## src/bcr_cfg.svh

```systemverilog
// Register offsets, field positions, reset values and timing constants
`ifndef BCR_CFG_SVH
`define BCR_CFG_SVH

// ----------------------------------------------------------------
// Register offsets
// ----------------------------------------------------------------
`define BCR_OFS_CTRL        8'h00
`define BCR_OFS_TARGET      8'h01

// ----------------------------------------------------------------
// Field positions of buck_control_config
// ----------------------------------------------------------------
`define BCR_BIT_RSVD        7
`define BCR_BIT_DISCHARGE   6
`define BCR_BIT_RAMP_HI     5
`define BCR_BIT_RAMP_LO     4
`define BCR_BIT_ILIM        3
`define BCR_BIT_MODE        2
`define BCR_BIT_COMBINE     1
`define BCR_BIT_SW_EN       0

// ----------------------------------------------------------------
// Reset values and limits
// ----------------------------------------------------------------
`define BCR_RST_ILIM        1'b1
`define BCR_RST_MODE        1'b0
`define BCR_RST_COMBINE     1'b0
`define BCR_RST_SW_EN       1'b0
`define BCR_RST_RSVD        1'b0
`define BCR_LEVEL_MAX       7'h54
`define BCR_ADDR_DEFAULT    7'h1e
`define BCR_LEVEL_DEFAULT   7'h08

// ----------------------------------------------------------------
// Timing
// ----------------------------------------------------------------
`define BCR_CLK_HZ          20000000
`define BCR_RAMP_BASE_US    14'h03e8

`endif

```

## src/bcr_pkg.sv

```systemverilog
// Types shared by the configuration bank modules
`default_nettype none

package bcr_pkg;

    // ----------------------------------------------------------------
    // Serial slave states
    // ----------------------------------------------------------------
    typedef enum logic [3:0] {
        BCR_ST_IDLE      = 4'h0,
        BCR_ST_ADDR      = 4'h1,
        BCR_ST_ADDR_ACK  = 4'h3,
        BCR_ST_REG_PTR   = 4'h2,
        BCR_ST_PTR_ACK   = 4'h6,
        BCR_ST_WDATA     = 4'h7,
        BCR_ST_WDATA_ACK = 4'h5,
        BCR_ST_RDATA     = 4'h4,
        BCR_ST_RDATA_ACK = 4'hc
    } bcr_slave_st_t;

    typedef struct packed {
        bcr_slave_st_t st;
        logic [3:0]    bitcnt;
        logic [7:0]    shreg;
        logic [7:0]    ptr;
        logic          rw;
        logic          scl_p;
        logic          sda_p;
        logic          sda_oe_n;
        logic          if_active;
        logic [7:0]    reg_a;
        logic [7:0]    reg_b;
    } bcr_slave_t;

    typedef struct packed {
        logic          run;
        logic          discharge;
        logic [1:0]    ramp_sel;
        logic [13:0]   ramp_us;
        logic          ilim;
        logic          ffm;
        logic [6:0]    level;
    } bcr_ctrl_t;

endpackage : bcr_pkg

`default_nettype wire

```

## src/bcr_sync.sv

```systemverilog
// Two-stage synchroniser for pin inputs
`timescale 1ns/100ps
`default_nettype none

module bcr_sync #(
    parameter int WIDTH = 1
) (
    input  wire logic             clk_i,
    input  wire logic             reset_i,
    input  wire logic [WIDTH-1:0] async_i,
    output var  logic [WIDTH-1:0] sync_o
);

    logic [WIDTH-1:0] meta_q;

    always_ff @(posedge clk_i or posedge reset_i) begin
        if (reset_i) begin
            meta_q <= '0;
            sync_o <= '0;
        end else begin
            meta_q <= async_i;
            sync_o <= meta_q;
        end
    end

endmodule : bcr_sync

`default_nettype wire

```

## src/bcr_ctrl.sv

```systemverilog
// Registered decode of the configuration fields for the power stage
`timescale 1ns/100ps
`default_nettype none
`include "bcr_cfg.svh"

module bcr_ctrl import bcr_pkg::*; #(
    parameter bit EXT_FEEDBACK = 1'b0
) (
    input  wire logic       clk_i,
    input  wire logic       reset_i,
    input  wire logic [7:0] reg_a_i,
    input  wire logic [7:0] reg_b_i,
    input  wire logic       enable_pin_i,
    input  wire logic       thermal_shutdown_i,
    output var  bcr_ctrl_t  ctrl_o
);

    bcr_ctrl_t d;

    always_comb begin
        logic en_comb;
        en_comb = 1'b0;
        d       = ctrl_o;
        en_comb = reg_a_i[`BCR_BIT_COMBINE]
                ? (enable_pin_i & reg_a_i[`BCR_BIT_SW_EN])
                : (enable_pin_i | reg_a_i[`BCR_BIT_SW_EN]);
        d.run       = en_comb & ~thermal_shutdown_i;
        d.discharge = reg_a_i[`BCR_BIT_DISCHARGE] & ~EXT_FEEDBACK;
        d.ramp_sel  = reg_a_i[`BCR_BIT_RAMP_HI:`BCR_BIT_RAMP_LO];
        d.ramp_us   = 14'(`BCR_RAMP_BASE_US << d.ramp_sel);
        d.ilim      = reg_a_i[`BCR_BIT_ILIM];
        d.ffm       = reg_a_i[`BCR_BIT_MODE];
        if (EXT_FEEDBACK) begin
            d.level = 7'h00;
        end else if (reg_b_i[6:0] >= `BCR_LEVEL_MAX) begin
            d.level = `BCR_LEVEL_MAX;
        end else begin
            d.level = reg_b_i[6:0];
        end
    end

    always_ff @(posedge clk_i or posedge reset_i) begin
        if (reset_i) begin
            ctrl_o <= '0;
        end else begin
            ctrl_o <= d;
        end
    end

    // ----------------------------------------------------------------
    // Assertions
    // ----------------------------------------------------------------
    property p_level_sat;
        @(posedge clk_i) disable iff (reset_i)
        ctrl_o.level <= `BCR_LEVEL_MAX;
    endproperty
    a_level_sat: assert property (p_level_sat) else $error("level above ceiling");

    property p_run_or;
        @(posedge clk_i) disable iff (reset_i)
        (!reg_a_i[`BCR_BIT_COMBINE] && reg_a_i[`BCR_BIT_SW_EN] && !thermal_shutdown_i)
            |=> ctrl_o.run;
    endproperty
    a_run_or: assert property (p_run_or) else $error("or enable failed");

    property p_run_and;
        @(posedge clk_i) disable iff (reset_i)
        (reg_a_i[`BCR_BIT_COMBINE] && !reg_a_i[`BCR_BIT_SW_EN]) |=> !ctrl_o.run;
    endproperty
    a_run_and: assert property (p_run_and) else $error("and enable failed");

    property p_thermal;
        @(posedge clk_i) disable iff (reset_i)
        thermal_shutdown_i |=> !ctrl_o.run;
    endproperty
    a_thermal: assert property (p_thermal) else $error("ran while hot");

    property p_mode;
        @(posedge clk_i) disable iff (reset_i)
        $rose(reg_a_i[`BCR_BIT_MODE]) |=> ctrl_o.ffm;
    endproperty
    a_mode: assert property (p_mode) else $error("mode change not applied");

endmodule : bcr_ctrl

`default_nettype wire

```

## src/bcr_top.sv

```systemverilog
// Buck configuration register bank behind a two-wire serial slave
//
// Notes on behaviour
// - Answer only the one strapped 7-bit address.
// - Bit 7 of both registers does nothing.
// - Discharge flag drives discharge, off for external.
// - Ramp select maps to 1/2/4/8 ms.
// - Current limit bit selects 500/2000 mA, resets 1.
// - Mode bit picks skip or fixed-frequency, resets 0.
// - Pin and software enable ORed or ANDed.
// - Enable bit and combine bit reset to 0.
// - Level code saturates from 0x54 upward, zero for external.
// - Level resets to preset, writes apply at once.
// - Converter runs when enabled, supply valid, cool.
// - Mode change accepted and applied while running.
// - Undervoltage reset returns all fields to defaults.
// - Byte registers, bursts auto-increment the pointer.
// - Other addresses are never acknowledged.
// - Interface active on interface power or pin.
// - Serial clock from static up to 3.4 MHz.
`timescale 1ns/100ps
`default_nettype none
`include "bcr_cfg.svh"

module bcr_top import bcr_pkg::*; #(
    parameter logic [6:0] SLAVE_ADDR    = `BCR_ADDR_DEFAULT,
    parameter bit         EXT_FEEDBACK  = 1'b0,
    parameter logic [6:0] LEVEL_RESET   = `BCR_LEVEL_DEFAULT,
    parameter logic [1:0] RAMP_RESET    = 2'h0,
    parameter logic       DISCH_RESET   = 1'b1
) (
    input  wire logic        clk_i,
    input  wire logic        reset_i,
    input  wire logic        scl_i,
    input  wire logic        sda_i,
    output var  logic        sda_o,
    output var  logic        sda_oe_n_o,
    input  wire logic        enable_pin_i,
    input  wire logic        interface_power_enable_i,
    input  wire logic        thermal_shutdown_i,
    output var  logic        interface_active_o,
    output var  logic        converter_run_o,
    output var  logic        discharge_enable_o,
    output var  logic [1:0]  ramp_time_select_o,
    output var  logic [13:0] ramp_time_us_o,
    output var  logic        current_limit_select_o,
    output var  logic        forced_fixed_frequency_o,
    output var  logic [6:0]  output_level_code_o
);

    // ----------------------------------------------------------------
    // Reset image
    // ----------------------------------------------------------------
    localparam logic [7:0] CTRL_RESET = {`BCR_RST_RSVD, DISCH_RESET, RAMP_RESET,
                                         `BCR_RST_ILIM, `BCR_RST_MODE,
                                         `BCR_RST_COMBINE, `BCR_RST_SW_EN};
    localparam bcr_slave_t SLAVE_RESET = '{
        st:        BCR_ST_IDLE,
        bitcnt:    4'h0,
        shreg:     8'h00,
        ptr:       8'h00,
        rw:        1'b0,
        scl_p:     1'b1,
        sda_p:     1'b1,
        sda_oe_n:  1'b1,
        if_active: 1'b0,
        reg_a:     CTRL_RESET,
        reg_b:     {`BCR_RST_RSVD, LEVEL_RESET}
    };

    function automatic logic [7:0] rd_byte(input logic [7:0] ptr,
                                           input logic [7:0] a,
                                           input logic [7:0] b);
        if (ptr == `BCR_OFS_CTRL) begin
            return a;
        end else if (ptr == `BCR_OFS_TARGET) begin
            return b;
        end
        return 8'h00;
    endfunction : rd_byte

    // ----------------------------------------------------------------
    // Pin synchronisers
    // ----------------------------------------------------------------
    logic [4:0] pins_s;
    logic       scl_s;
    logic       sda_s;
    logic       pin_s;
    logic       ipe_s;
    logic       therm_s;

    bcr_sync #(.WIDTH(5)) u_sync (
        .clk_i   (clk_i),
        .reset_i (reset_i),
        .async_i ({scl_i, sda_i, enable_pin_i, interface_power_enable_i,
                   thermal_shutdown_i}),
        .sync_o  (pins_s)
    );

    assign {scl_s, sda_s, pin_s, ipe_s, therm_s} = pins_s;

    // ----------------------------------------------------------------
    // Serial slave and registers
    // ----------------------------------------------------------------
    bcr_slave_t q;
    bcr_slave_t d;
    logic       active;
    logic       rise;
    logic       fall;
    logic       start;
    logic       stop;

    assign active = pin_s | ipe_s;
    assign rise   = scl_s & ~q.scl_p;
    assign fall   = ~scl_s & q.scl_p;
    assign start  = scl_s & q.scl_p & q.sda_p & ~sda_s;
    assign stop   = scl_s & q.scl_p & ~q.sda_p & sda_s;

    always_comb begin
        logic [7:0] rd;
        rd          = rd_byte(q.ptr, q.reg_a, q.reg_b);
        d           = q;
        d.scl_p     = scl_s;
        d.sda_p     = sda_s;
        d.if_active = active;
        if (!active) begin
            d.st       = BCR_ST_IDLE;
            d.sda_oe_n = 1'b1;
        end else if (start) begin
            d.st       = BCR_ST_ADDR;
            d.bitcnt   = 4'h0;
            d.sda_oe_n = 1'b1;
        end else if (stop) begin
            d.st       = BCR_ST_IDLE;
            d.sda_oe_n = 1'b1;
        end else if (rise) begin
            if (q.st == BCR_ST_ADDR || q.st == BCR_ST_REG_PTR || q.st == BCR_ST_WDATA) begin
                d.shreg  = {q.shreg[6:0], sda_s};
                d.bitcnt = 4'(q.bitcnt + 4'h1);
            end else if (q.st == BCR_ST_RDATA) begin
                d.bitcnt = 4'(q.bitcnt + 4'h1);
            end else if (q.st == BCR_ST_RDATA_ACK && sda_s) begin
                d.st = BCR_ST_IDLE;                             // Master ends burst
            end
        end else if (fall) begin
            unique case (q.st)
                BCR_ST_IDLE: begin
                end
                BCR_ST_ADDR: begin
                    if (q.bitcnt == 4'h8) begin
                        if (q.shreg[7:1] == SLAVE_ADDR) begin
                            d.sda_oe_n = 1'b0;
                            d.rw       = q.shreg[0];
                            d.st       = BCR_ST_ADDR_ACK;
                        end else begin
                            d.st = BCR_ST_IDLE;
                        end
                    end
                end
                BCR_ST_ADDR_ACK: begin
                    d.bitcnt = 4'h0;
                    if (q.rw) begin
                        d.shreg    = rd;
                        d.sda_oe_n = rd[7];
                        d.st       = BCR_ST_RDATA;
                    end else begin
                        d.sda_oe_n = 1'b1;
                        d.st       = BCR_ST_REG_PTR;
                    end
                end
                BCR_ST_REG_PTR: begin
                    if (q.bitcnt == 4'h8) begin
                        d.ptr      = q.shreg;
                        d.sda_oe_n = 1'b0;
                        d.st       = BCR_ST_PTR_ACK;
                    end
                end
                BCR_ST_PTR_ACK, BCR_ST_WDATA_ACK: begin
                    d.sda_oe_n = 1'b1;
                    d.bitcnt   = 4'h0;
                    d.st       = BCR_ST_WDATA;
                end
                BCR_ST_WDATA: begin
                    if (q.bitcnt == 4'h8) begin
                        if (q.ptr == `BCR_OFS_CTRL) begin
                            d.reg_a = q.shreg;
                        end else if (q.ptr == `BCR_OFS_TARGET) begin
                            d.reg_b = q.shreg;
                        end
                        d.ptr      = 8'(q.ptr + 8'h01);
                        d.sda_oe_n = 1'b0;
                        d.st       = BCR_ST_WDATA_ACK;
                    end
                end
                BCR_ST_RDATA: begin
                    if (q.bitcnt == 4'h8) begin
                        d.sda_oe_n = 1'b1;
                        d.ptr      = 8'(q.ptr + 8'h01);
                        d.st       = BCR_ST_RDATA_ACK;
                    end else begin
                        d.shreg    = {q.shreg[6:0], 1'b0};
                        d.sda_oe_n = q.shreg[6];
                    end
                end
                BCR_ST_RDATA_ACK: begin
                    d.bitcnt   = 4'h0;
                    d.shreg    = rd;
                    d.sda_oe_n = rd[7];
                    d.st       = BCR_ST_RDATA;
                end
                default: begin
                    d.st       = BCR_ST_IDLE;
                    d.sda_oe_n = 1'b1;
                end
            endcase
        end
    end

    // Undervoltage lockout arrives as reset_i
    always_ff @(posedge clk_i or posedge reset_i) begin
        if (reset_i) begin
            q <= SLAVE_RESET;
        end else begin
            q <= d;
        end
    end

    assign sda_o              = 1'b0;
    assign sda_oe_n_o         = q.sda_oe_n;
    assign interface_active_o = q.if_active;

    // ----------------------------------------------------------------
    // Power stage controls
    // ----------------------------------------------------------------
    bcr_ctrl_t ctrl;

    bcr_ctrl #(.EXT_FEEDBACK(EXT_FEEDBACK)) u_ctrl (
        .clk_i              (clk_i),
        .reset_i            (reset_i),
        .reg_a_i            (q.reg_a),
        .reg_b_i            (q.reg_b),
        .enable_pin_i       (pin_s),
        .thermal_shutdown_i (therm_s),
        .ctrl_o             (ctrl)
    );

    assign converter_run_o          = ctrl.run;
    assign discharge_enable_o       = ctrl.discharge;
    assign ramp_time_select_o       = ctrl.ramp_sel;
    assign ramp_time_us_o           = ctrl.ramp_us;
    assign current_limit_select_o   = ctrl.ilim;
    assign forced_fixed_frequency_o = ctrl.ffm;
    assign output_level_code_o      = ctrl.level;

    // ----------------------------------------------------------------
    // Assertions
    // ----------------------------------------------------------------
    logic byte_end;
    assign byte_end = active & ~start & ~stop & fall & (q.bitcnt == 4'h8);

    property p_addr_ack;
        @(posedge clk_i) disable iff (reset_i)
        (byte_end && q.st == BCR_ST_ADDR && q.shreg[7:1] == SLAVE_ADDR)
            |=> (!sda_oe_n_o && q.st == BCR_ST_ADDR_ACK);
    endproperty
    a_addr_ack: assert property (p_addr_ack) else $error("own address not acked");

    property p_addr_nack;
        @(posedge clk_i) disable iff (reset_i)
        (byte_end && q.st == BCR_ST_ADDR && q.shreg[7:1] != SLAVE_ADDR)
            |=> (sda_oe_n_o && q.st == BCR_ST_IDLE);
    endproperty
    a_addr_nack: assert property (p_addr_nack) else $error("foreign address acked");

    property p_ptr_inc;
        @(posedge clk_i) disable iff (reset_i)
        (byte_end && q.st == BCR_ST_WDATA) |=> (q.ptr == 8'($past(q.ptr) + 8'h01));
    endproperty
    a_ptr_inc: assert property (p_ptr_inc) else $error("pointer did not advance");

    property p_level_write;
        @(posedge clk_i) disable iff (reset_i)
        (byte_end && q.st == BCR_ST_WDATA && q.ptr == `BCR_OFS_TARGET)
            |=> (q.reg_b == $past(q.shreg)) ##2 (EXT_FEEDBACK ||
                output_level_code_o == ((q.reg_b[6:0] >= `BCR_LEVEL_MAX)
                                        ? `BCR_LEVEL_MAX : q.reg_b[6:0]));
    endproperty
    a_level_write: assert property (p_level_write) else $error("level write lost");

    property p_inactive;
        @(posedge clk_i) disable iff (reset_i)
        !active |=> (q.st == BCR_ST_IDLE && sda_oe_n_o);
    endproperty
    a_inactive: assert property (p_inactive) else $error("slave busy while off");

    property p_cov_write;
        @(posedge clk_i) disable iff (reset_i)
        byte_end && q.st == BCR_ST_WDATA;
    endproperty
    c_cov_write: cover property (p_cov_write);

    property p_cov_read;
        @(posedge clk_i) disable iff (reset_i)
        q.st == BCR_ST_RDATA_ACK ##1 q.st == BCR_ST_RDATA;
    endproperty
    c_cov_read: cover property (p_cov_read);

    property p_cov_nack;
        @(posedge clk_i) disable iff (reset_i)
        byte_end && q.st == BCR_ST_ADDR && q.shreg[7:1] != SLAVE_ADDR;
    endproperty
    c_cov_nack: cover property (p_cov_nack);

endmodule : bcr_top

`default_nettype wire

```

## config.mk

```make
export PLATFORM = sky130hd
export DESIGN_NAME = bcr_top
export DESIGN_NICKNAME = d
export VERILOG_FILES = /design/src/bcr_pkg.sv /design/src/bcr_sync.sv /design/src/bcr_ctrl.sv /design/src/bcr_top.sv
export VERILOG_INCLUDE_DIRS = /design/src
export SDC_FILE = /design/constraint.sdc
export NUM_CORES = 1
export LEC_CHECK = 0
export ABC_AREA = 1
export BUFFER_PORTS_ARGS = -buffer_cell sky130_fd_sc_hd__buf_2
export CORE_ASPECT_RATIO = 0.8
export CORE_MARGIN = 4
export CORE_UTILIZATION = 55
export CTS_CLUSTER_SIZE = 8
export DETAILED_ROUTE_END_ITERATION = 6
export PLACE_DENSITY = 0.75
export REMOVE_ABC_BUFFERS = 1
export SYNTH_ARGS = -nofsm -noshare
export SYNTH_HDL_FRONTEND = slang
export SYNTH_HIERARCHICAL = 1
export SYNTH_SLANG_ARGS = --single-unit
export TNS_END_PERCENT = 20
```

## constraint.sdc

```tcl
create_clock -name clk_i -period 2.25 [get_ports clk_i]
set_clock_uncertainty 0.15 [all_clocks]
set_input_delay 0.1125 -clock clk_i [delete_from_list [all_inputs] [get_ports clk_i]]
set_output_delay 0.1125 -clock clk_i [all_outputs]
set_load 0.05 [all_outputs]
```

==> results of run 1 <==
[worst max-delay path by stage]
stage | cells past startpoint | from | slack, ns | end
floorplan | 9 | q[37] | 0.44 | q[12]
global placement | 9 | q[37] | 0.29 | q[13]
detailed placement | 9 | q[37] | 0.20 | q[15]
CTS | 9 | q[37] | 0.19 | q[15]
global route | 9 | q[37] | 0.03 | q[15]
finish | 9 | q[37] | 0.19 | q[15]
[worst register-to-register path, cell delays in order (launching register included)]
cell	delay, ns
dfrtp_1	0.42
inv_1	0.09
ha_1	0.14
nand2_1	0.06
nor2_2	0.25
nand3_2	0.15
nor3_4	0.21
nand2_2	0.24
nand2_1	0.17
o21ai_2	0.06
[layer usage]
layer | global-route usage | vias up
li1 | - | 1599
met4 | 0.05602 | 0
met2 | 0.3329 | 103
met3 | 0.06015 | 12
met1 | 0.3158 | 1551
met5 | 0 | -
[metrics by stage]
stage | utilization | total power [mW] | cell area [µm²]
CTS | 0.6412 | 3.116 | 4441
detailed placement | 0.5978 | 1.841 | 4140
floorplan | - | 1.754 | 3854
finish | 0.6412 | 3.087 | 4441
global placement | 0.5978 | 1.830 | 4140
global route | 0.6412 | 3.231 | 4441
[synthesized netlist by cell type, types with 5 or more instances]
library cell / n
o21ai_1: 6
nor2_2: 5
a21oi_1: 12
nand3_1: 21
o21ai_2: 10
nand2_1: 203
inv_2: 5
inv_1: 45
buf_4: 7
dfstp_2: 6
nand3_2: 5
ha_1: 5
o21ai_0: 11
dfrtp_1: 70
nor2_1: 35
nor2_4: 6
[final cells by class]
type	instances	area [µm²]	area share
Multi-Input combinational cell	355	1748	0.3936
Clock buffer	10	127.6	0.02874
Timing Repair Buffer	40	237.7	0.05354
Inverter	52	196.4	0.04424
Sequential cell	76	1909	0.4300
Clock inverter	6	112.6	0.02536
Tap cell	87	108.9	0.02451
[state kept, by name, indices dropped and copies added, names as in the netlist]
register            count
q                      43
sda_oe_n_o              1
u_ctrl/ctrl_o          21
u_sync/meta_q           5
u_sync/sync_o           5
interface_active_o      1
[where the power goes]
group,leakage [nW],internal [mW],total [mW],switching [mW]
registers,0.976,1.43,1.48,0.0548
clock network,0.120,0.739,1.26,0.523
logic,1.24,0.0971,0.344,0.247
[cells in the final DEF, fill, tap and decap left out, drive strengths merged]
master,instances
nand2,211
dfrtp,70
inv,49
nor2,48
buf,34
o21ai,27
nand3,26
a21oi,13
clkbuf,10
conb,6
dlygate4sd3,6
dfstp,6
nand4,6
clkinv,6
ha,5
bufinv,3
nand3b,2
o21a,2
xnor2,1
xor2,1
nor3,1
or2,1
and3,1
o211ai,1
a21boi,1
a31oi,1
a211oi,1
[kinds of logic (layout without fill, tap and decap cells)]
logic type,Yosys count,count (layout),synth area share
other,3,6,0.002864
adder cells (fa/ha/maj),5,5,0.01591
flip-flops,76,76,0.4857
buffers and inverters,64,108,0.07256
AND/OR/NAND/NOR,296,296,0.3460
XOR/XNOR,2,2,0.004457
AO/OA/AOI/OAI,46,46,0.07257
[what timing repair did]
item                      in CTS  in global routing
hold buffers                   6                  0
resized for setup              0                  0
hold endpoints to repair      75                  0
==> metrics.md, run 1 <==
| Metric | Value |
|---|---|
| Outcome | `finished clean` |
| RSZ-0062 raised after global routing | `no` |
| WL met3 | `539 µm` |
| Worst hold slack | `0.1223 ns` |
| PD cells | `695.2 nW/µm²` |
| Maximum number of pins on one net before global-route repair | `46` |
| Number of synthesized flops with an enable pin | `0` |
| Worst-Skew Late Latency | `0.36 ns` |
| Setup WS post-layout | `0.1908 ns` |
| Clk sink count | `76` |
| R2r endpoint | `q[15]` |
| Setup violators final | `0` |
| Prevailing post-synth register cell | `dfrtp_1` |
| Final slew viol count | `0` |
| Setup_tns | `0 ns` |
| Dpl ws | `0.1978 ns` |
| Largest cells by area after synthesis | `dfrtp_1 45%, nand2_1 19%, inv_1 4.3%` |
| CP Data Required Time | `2.34 ns` |
| CTS tree | `yes` |
| Final Wtd Congestion | `0.9129` |
| Met2 WL | `4027 µm` |
| Tot GR Track Use | `0.2215` |
| Post-DRT Antenna Nets | `0` |
| Cell Count, Final, Fillers Out | `626` |
| Area share of the leading cell type in the synthesized netlist | `0.4456` |
| Synth area leader | `dfrtp_1` |
| Cells after DPL | `604` |
| Initial antenna violation count | `0` |
| First-pass GRT wire length | `14970 µm` |
| Cells after Synth | `492` |
| WL per Instance | `13.75 µm` |
| Synth Register Bits | `76` |
| Inserted Clock Buffers | `9` |
| Initial Util | `0.5677` |
| Worst path cell trace | `inv_1, ha_1, nand2_1, nor2_2, nand3_2, nor3_4, nand2_2, nand2_1, o21ai_2` |
| Root Driver | `clkbuf_8` |
| Critical path type | `reg2reg` |
| Antenna cells | `0` |
| Port-buffer cells | `31` |
| Startpoint types | `register` |
| Worst-case clock buffer depth | `2` |
| Minimum clock period | `2.059 ns` |
| Top delay family on crit path | `simple AND/OR/NAND/NOR gates` |
| Die height | `83.62 µm` |
| Register area share after synthesis | `0.4857` |
| Hold WC Path Type | `in2async` |
| Die W | `102.5 µm` |
| Clock slew at reported path FFs | `0.08 ns` |
| Filler Cells Inserted | `583` |
| Die area | `8573 µm²` |
| Via Count | `3265` |
| Count of warnings emitted by yosys | `6` |
| Vias in the first global route | `3121` |
| Worst Path Arrival | `2.15 ns` |
| Pre-antenna DRT Iters | `5` |
| Final period utilization | `0.9152` |
| Cell with the most instances on the worst path | `nand2_1` |
| Final Hold Viols | `0` |
| Max-Cap Viols | `0` |
| Reg-to-reg startpoint | `q[37]` |
| Highest Clock Rate | `485.6 MHz` |
| Post-Route WL | `8606 µm` |
| Vias per inst | `5.216` |
| CP max-delay cell | `dfrtp_1` |
| CP max stage delay | `0.42 ns` |
| Site row count | `27` |
| Ports | `37` |
| Critical path endpoint category | `register` |
| Library cells used by synthesis | `40` |
| Syn_area_per_cell | `7.990 µm²` |
| R2R setup slack | `0.19 ns` |
| CP Max Fanout | `15` |
| Area growth, synth to finish | `12.95%` |
| Cell Area, Synth | `3931 µm²` |
| Post-CTS Setup Bufs | `0` |
| Drt drc | `0` |
| Htree depth | `3` |
| Final nets | `546` |
| Async SR Flop Fraction | `1.000` |
| Max_slew headroom | `0.4657` |
| DR top layer | `met4` |
| Leak pwr | `2.340 nW` |
| Cell depth of the worst flop-to-flop path | `9` |
| Detailed Place HPWL | `6216 µm` |
| DRT met1 WL | `3956 µm` |
| Maximum VDD drop | `0.4699 mV` |
| Area of the core | `6925 µm²` |
| Overflow after GRT | `0` |
| Layout cells sized above 1 | `0.1892` |
| Buf+Inv Stages, Crit Path | `1` |
| DR iter-0 viols | `236` |
| Worst Tran Pin Value | `0.8006 ns` |
Power figures use the tool's default switching activity.
==> run 2, diff against run 1 <==
Settings changed: CORE_UTILIZATION 55 to 30, PLACE_DENSITY 0.75 to not set.
==> run 2 against run 1 <==
  * Sequential power about the same
  * Cell count increased by 14%
  * Clock power increased by 6%
  * Largest cell class unchanged
  * Sequential cell count unchanged
  * Setup slack improved by 0.012 ns
  * First-iteration DRC count increased by 5.1%
==> metrics.md, run 2 (synthesized netlist as in run 1, its figures left out) <==
| Metric | Value |
|---|---|
| Outcome | `finished clean (unchanged)` |
| Port-buffer cells | `31 (unchanged)` |
| Die W | `136.0 µm (was 102.5 µm)` |
| Final Wtd Congestion | `0.9261 (was 0.9129)` |
| Area of the core | `12820 µm² (was 6925 µm²)` |
| R2R setup slack | `0.20 ns (was 0.19 ns)` |
| Initial Util | `0.3066 (was 0.5677)` |
| PD cells | `689.3 nW/µm² (was 695.2 nW/µm²)` |
| RSZ-0062 raised after global routing | `no (unchanged)` |
| Overflow after GRT | `0 (unchanged)` |
| Site row count | `37 (was 27)` |
| Ports | `37 (unchanged)` |
| Layout cells sized above 1 | `0.1877 (was 0.1892)` |
| Leak pwr | `2.373 nW (was 2.340 nW)` |
| Clk sink count | `76 (unchanged)` |
| Maximum number of pins on one net before global-route repair | `32 (was 46)` |
| Commonest non-fill, non-tap cell in the layout | `nand2_1 (unchanged)` |
| Max reg flops | `43 (unchanged)` |
| Vias per inst | `4.440 (was 5.216)` |
| Cell depth of the worst flop-to-flop path | `9 (unchanged)` |
| Htree depth | `3 (unchanged)` |
| Worst-case clock buffer depth | `2 (unchanged)` |
| First-pass GRT wire length | `14840 µm (was 14970 µm)` |
| WL per Instance | `12.25 µm (was 13.75 µm)` |
| Tot GR Track Use | `0.1274 (was 0.2215)` |
| Die height | `110.4 µm (was 83.62 µm)` |
| Final Hold Viols | `0 (unchanged)` |
| Highest Clock Rate | `488.6 MHz (was 485.6 MHz)` |
| Hold WC Path Type | `in2async (unchanged)` |
| Area growth, synth to finish | `16.93% (was 12.95%)` |
| Max_slew headroom | `0.4741 (was 0.4657)` |
| Post-DRT Antenna Nets | `0 (unchanged)` |
| Root Driver | `clkbuf_16 (was clkbuf_8)` |
| Minimum clock period | `2.047 ns (was 2.059 ns)` |
| CP Data Required Time | `2.32 ns (was 2.34 ns)` |
| Setup_tns | `0 ns (unchanged)` |
| Largest regs | `q (43), u_ctrl/ctrl_o (21) (unchanged)` |
| Post-Route WL | `8733 µm (was 8606 µm)` |
| Inserted Clock Buffers | `9 (unchanged)` |
| CP Max Fanout | `15 (unchanged)` |
| Antenna cells | `0 (unchanged)` |
| Critical path type | `reg2reg (unchanged)` |
| R2r endpoint | `q[8] (was q[15])` |
| Reg-to-reg startpoint | `q[21] (was q[37])` |
| Startpoint types | `register (unchanged)` |
| Util after Layout | `0.3585 (was 0.6412)` |
| Vias in the first global route | `3042 (was 3121)` |
| Clock slew at reported path FFs | `0.06 ns (was 0.08 ns)` |
| Worst hold slack | `0.1290 ns (was 0.1223 ns)` |
| Final nets | `546 (unchanged)` |
| Initial antenna violation count | `0 (unchanged)` |
| CTS tree | `yes (unchanged)` |
| Detailed Place HPWL | `6639 µm (was 6216 µm)` |
| Via Count | `3166 (was 3265)` |
| Drt drc | `0 (unchanged)` |
| Final slew viol count | `0 (unchanged)` |
| Top reg by flops | `q (unchanged)` |
| Final period utilization | `0.9097 (was 0.9152)` |
| Worst Path Arrival | `2.12 ns (was 2.15 ns)` |
| DR iter-0 viols | `248 (was 236)` |
| Pre-antenna DRT Iters | `4 (was 5)` |
| Setup violators final | `0 (unchanged)` |
| Critical path endpoint category | `register (unchanged)` |
| Die area | `15010 µm² (was 8573 µm²)` |
| Worst Tran Pin Value | `0.7879 ns (was 0.8006 ns)` |
| Max-Cap Viols | `0 (unchanged)` |
| Maximum VDD drop | `0.3953 mV (was 0.4699 mV)` |
| Commonest cells after routing, fill and taps aside | `203 x nand2_1, 70 x dfrtp_1, 44 x inv_1 (unchanged)` |
| Worst-Skew Late Latency | `0.34 ns (was 0.36 ns)` |
run 2: cell count changes in the layout (fill, tap and decap cells not counted):
cell / delta
clkinv_4: -1
nand2_2: -2
nand2_4: +2
inv_6: +2
clkinv_2: -1
clkinvlp_4: +1
clkbuf_16: +9
bufinv_16: -3
clkbuf_8: -8
run 2: where the power goes:
part	leakage (nW)	switching (mW)	total [mW]	internal, mW
Combinational	1.26	0.248	0.345	0.0971
Clock	0.133	0.561	1.34	0.780
Sequential	0.976	0.0546	1.48	1.43
Total	2.37	0.864	3.17	2.30
run 2: stage by stage:
stage | cell area (µm²) | worst slack (ns) | total power [mW] | cells
finish | 4597 | 0.2032 | 3.169 | 713
global route | 4597 | 0.01507 | 3.314 | 713
CTS | 4587 | 0.1157 | 3.210 | 713
detailed placement | 4250 | 0.1548 | 1.841 | 692
global placement | 4250 | 0.1720 | 1.833 | 692
floorplan | 3854 | 0.4382 | 1.754 | 483
run 2: timing repair:
action | CTS | global route
resized for setup | 0 | 2
setup endpoints to repair | 0 | 9
hold buffers | 6 | 0
setup buffers | 0 | 0
hold endpoints to repair | 45 | 0
run 2: layer usage:
layer	part of all wire	vias to the layer above	routed length [µm]	global-route usage
li1	-	1606	-	-
met1	0.51	1486	4450	0.1770
met2	0.43	65	3773	0.1939
met3	0.049	9	424	0.03403
met4	0.0096	0	84	0.04245
met5	0	-	0	0
run 2: cell type report:
class	instances	area [µm²]
fill	1330	8227
sequential	76	1909
multi-input combinational	355	1758
clock buffer	11	242.7
timing repair buffer	40	237.7
tap	175	219.0
inverter	52	196.4
clock inverter	4	33.78
run 2: critical path, stage by stage, from the launching register on:
cell and delay (ns):
dfrtp_1 0.43, inv_1 0.10, ha_1 0.15, nand2_1 0.09, nor2_4 0.27, inv_2 0.18, nor3_4 0.19, nand2_4 0.19
nand2_1 0.13, o21ai_2 0.05
run 2: worst max-delay path by stage:
stage | startpoint | to | slack (ns)
global placement | q[21] | q[12] | 0.17
global route | q[21] | q[9] | 0.02
detailed placement | q[21] | q[8] | 0.15
floorplan | q[37] | q[12] | 0.44
CTS | q[21] | q[8] | 0.12
finish | q[21] | q[8] | 0.20
==> run 3, diff against run 2 <==
Settings changed: CELL_PAD_IN_SITES_DETAIL_PLACEMENT set to 1, CELL_PAD_IN_SITES_GLOBAL_PLACEMENT set to 2, PLACE_DENSITY_LB_ADDON set to 0.1.
Clock period 2.25 ns to 2.05 ns, I/O delays scaled along.
==> run 3 against run 2 <==
  * Non-clock buffer count rose by 11
  * Utilization is 1.0 points higher
  * Global-route usage is 3.0 points higher
  * Design area up 2.9%
  * Sequential share of layout area is 1.1 points lower
  * Cell count up 1.8%
  * Fmax up 7.5%
  * Sequential cell count unchanged
  * Sequential power up 10%
  * Setup slack lost 0.057 ns
  * Routed wire length increased by 24%
==> metrics.md, run 3 (synthesized netlist as in run 1, its figures left out) <==
| Metric | Value |
|---|---|
| Outcome | `finished clean (unchanged)` |
| Cell Count, Final, Fillers Out | `726 (was 713)` |
| RSZ-0062 raised after global routing | `no (unchanged)` |
| Vias in the first global route | `3313 (was 3042)` |
| Cell depth of the worst flop-to-flop path | `12 (was 9)` |
| Final Wtd Congestion | `0.8611 (was 0.9261)` |
| Final nets | `558 (was 546)` |
| Commonest non-fill, non-tap cell in the layout | `nand2_1 (unchanged)` |
| Vias per inst | `4.474 (was 4.440)` |
| First-pass GRT wire length | `17960 µm (was 14840 µm)` |
| Util after Layout | `0.3689 (was 0.3585)` |
| Worst-case clock buffer depth | `2 (unchanged)` |
| Ports | `37 (unchanged)` |
| Power Internal | `2.539 mW (was 2.305 mW)` |
| Overflow after GRT | `0 (unchanged)` |
| Final period utilization | `0.9285 (was 0.9097)` |
| CP max stage delay | `0.39 ns (was 0.43 ns)` |
| Highest Clock Rate | `525.4 MHz (was 488.6 MHz)` |
| Tot GR Track Use | `0.1573 (was 0.1274)` |
| Initial antenna violation count | `0 (unchanged)` |
| Cell with the most instances on the worst path | `nand2_1 (unchanged)` |
| Htree depth | `3 (unchanged)` |
| Antenna cells | `0 (unchanged)` |
| P_sw | `1.070 mW (was 0.8638 mW)` |
| Critical path endpoint category | `register (unchanged)` |
| Setup_tns | `0 ns (unchanged)` |
| Post-CTS Setup Bufs | `0 (unchanged)` |
| Clock slew at reported path FFs | `0.07 ns (was 0.06 ns)` |
| Worst path cell trace | `inv_1, ha_1, nand2_1, nor2_4, inv_1, nand2_1, nand2_1, nand3_4, nand2_4, clkinv_1, nand3_1, nand2_1 (was inv_1, ha_1, nand2_1, nor2_4, inv_2, nor3_4, nand2_4, nand2_1, o21ai_2)` |
| DR iter-0 viols | `135 (was 248)` |
| Post-DRT Antenna Nets | `0 (unchanged)` |
| Detailed Place HPWL | `8300 µm (was 6639 µm)` |
| Max-Cap Viols | `0 (unchanged)` |
| Worst Tran Pin Value | `0.7815 ns (was 0.7879 ns)` |
| Maximum number of pins on one net before global-route repair | `24 (was 32)` |
| Layout cells sized above 1 | `0.2196 (was 0.1877)` |
| Top reg by flops | `q (unchanged)` |
| R2R setup slack | `0.15 ns (was 0.20 ns)` |
| Combinational fraction of design power | `0.113 (was 0.109)` |
| Area growth, synth to finish | `20.34% (was 16.93%)` |
| PD cells | `762.8 nW/µm² (was 689.3 nW/µm²)` |
| Max_slew headroom | `0.4784 (was 0.4741)` |
| Root Driver | `clkbuf_16 (unchanged)` |
| CP Data Required Time | `2.14 ns (was 2.32 ns)` |
| Pwr Total | `3.609 mW (was 3.169 mW)` |
| Post-Route WL | `10820 µm (was 8733 µm)` |
| Die height | `110.4 µm (unchanged)` |
| Worst hold slack | `0.1581 ns (was 0.1290 ns)` |
| CP max-delay cell | `dfrtp_1 (unchanged)` |
| Clock share of power | `0.435 (was 0.423)` |
| Final Hold Viols | `0 (unchanged)` |
| Area of the core | `12820 µm² (unchanged)` |
| Die area | `15010 µm² (unchanged)` |
| Switch share | `0.2965 (was 0.2726)` |
| CTS tree | `yes (unchanged)` |
| Commonest cells after routing, fill and taps aside | `203 x nand2_1, 68 x dfrtp_1, 43 x inv_1 (was 203 x nand2_1, 70 x dfrtp_1, 44 x inv_1)` |
| Minimum clock period | `1.903 ns (was 2.047 ns)` |
| Inserted Clock Buffers | `9 (unchanged)` |
| Worst Path Arrival | `1.99 ns (was 2.12 ns)` |
| Clk sink count | `76 (unchanged)` |
| Drt drc | `0 (unchanged)` |
| Worst-Skew Late Latency | `0.35 ns (was 0.34 ns)` |
| Maximum VDD drop | `0.3937 mV (was 0.3953 mV)` |
| Final slew viol count | `0 (unchanged)` |
| Initial Util | `0.3066 (unchanged)` |
| Via Count | `3248 (was 3166)` |
| Setup violators final | `0 (unchanged)` |
| R2r endpoint | `q[28] (was q[8])` |
| Cells after DPL | `703 (was 692)` |
| Startpoint types | `register (unchanged)` |
| Pre-antenna DRT Iters | `5 (was 4)` |
| Port-buffer cells | `31 (unchanged)` |
| Max reg flops | `43 (unchanged)` |
| Die W | `136.0 µm (unchanged)` |
| Largest regs | `q (43), u_ctrl/ctrl_o (21) (unchanged)` |
| CP Max Fanout | `8 (was 15)` |
| Reg power frac | `0.451 (was 0.468)` |
| Site row count | `37 (unchanged)` |
| Reg-to-reg startpoint | `q[37] (was q[21])` |
| Critical path type | `reg2reg (unchanged)` |
| Leak pwr | `2.444 nW (was 2.373 nW)` |
| Hold WC Path Type | `in2async (unchanged)` |
| WL per Instance | `14.90 µm (was 12.25 µm)` |
## run 3: worst max path at each step
stage | startpoint | end | cells past startpoint
6_report | q[37] | q[28] | 12
2_1_floorplan | q[37] | q[12] | 9
5_1_grt | q[37] | q[21] | 11
3_5_place_dp | q[37] | q[4] | 8
3_3_place_gp | q[37] | q[13] | 9
4_1_cts | q[37] | q[4] | 9
## run 3: cell type report
class | instances | area [µm²]
Clock buffer | 9 | 225.2
Clock inverter | 7 | 65.06
Fill cell | 1597 | 8093
Inverter | 52 | 196.4
Multi-Input combinational cell | 356 | 1793
Sequential cell | 76 | 1912
Tap cell | 175 | 219.0
Timing Repair Buffer | 51 | 320.3
## run 3: timing repair
| action | in CTS | in global routing |
|---|---|---|
| pin swaps | 0 | 4 |
| cloned | 0 | 1 |
| resized for setup | 1 | 10 |
| endpoints found under the hold margin | 54 | 0 |
| hold buffers | 6 | 0 |
| setup endpoints to repair | 4 | 33 |
## run 3: power by group through the flow
stage	Sequential, mW	Clock (mW)	Combinational, mW
after floorplan	1.66	0	0.263
after global placement	1.66	0	0.398
after detailed placement	1.65	0	0.404
after CTS	1.63	1.63	0.414
after global routing	1.64	1.70	0.466
final	1.63	1.57	0.409
## run 3: critical path, delay by kind of cell (launching register included)
kind | cells | cell delay (ns)
and+or+nand+nor | 8 | 0.78
buffers and inverters | 3 | 0.27
adders and majority gates | 1 | 0.19
DFF | 1 | 0.39
## run 3: stage by stage
step	area (µm²)	worst slack, ns
3_3_place_gp	4333	0.05174
6_report	4731	0.1466
2_1_floorplan	3854	0.2382
3_5_place_dp	4333	0.003912
4_1_cts	4688	0.02114
5_1_grt	4731	0.003008
## run 3: metal layers
metal / GRT usage / up-vias / share of wire
met4: 0.03022 / 0 / 0.0074
met1: 0.2293 / 1546 / 0.52
li1: - / 1626 / -
met2: 0.2337 / 67 / 0.42
met5: 0 / - / 0
met3: 0.04537 / 9 / 0.053
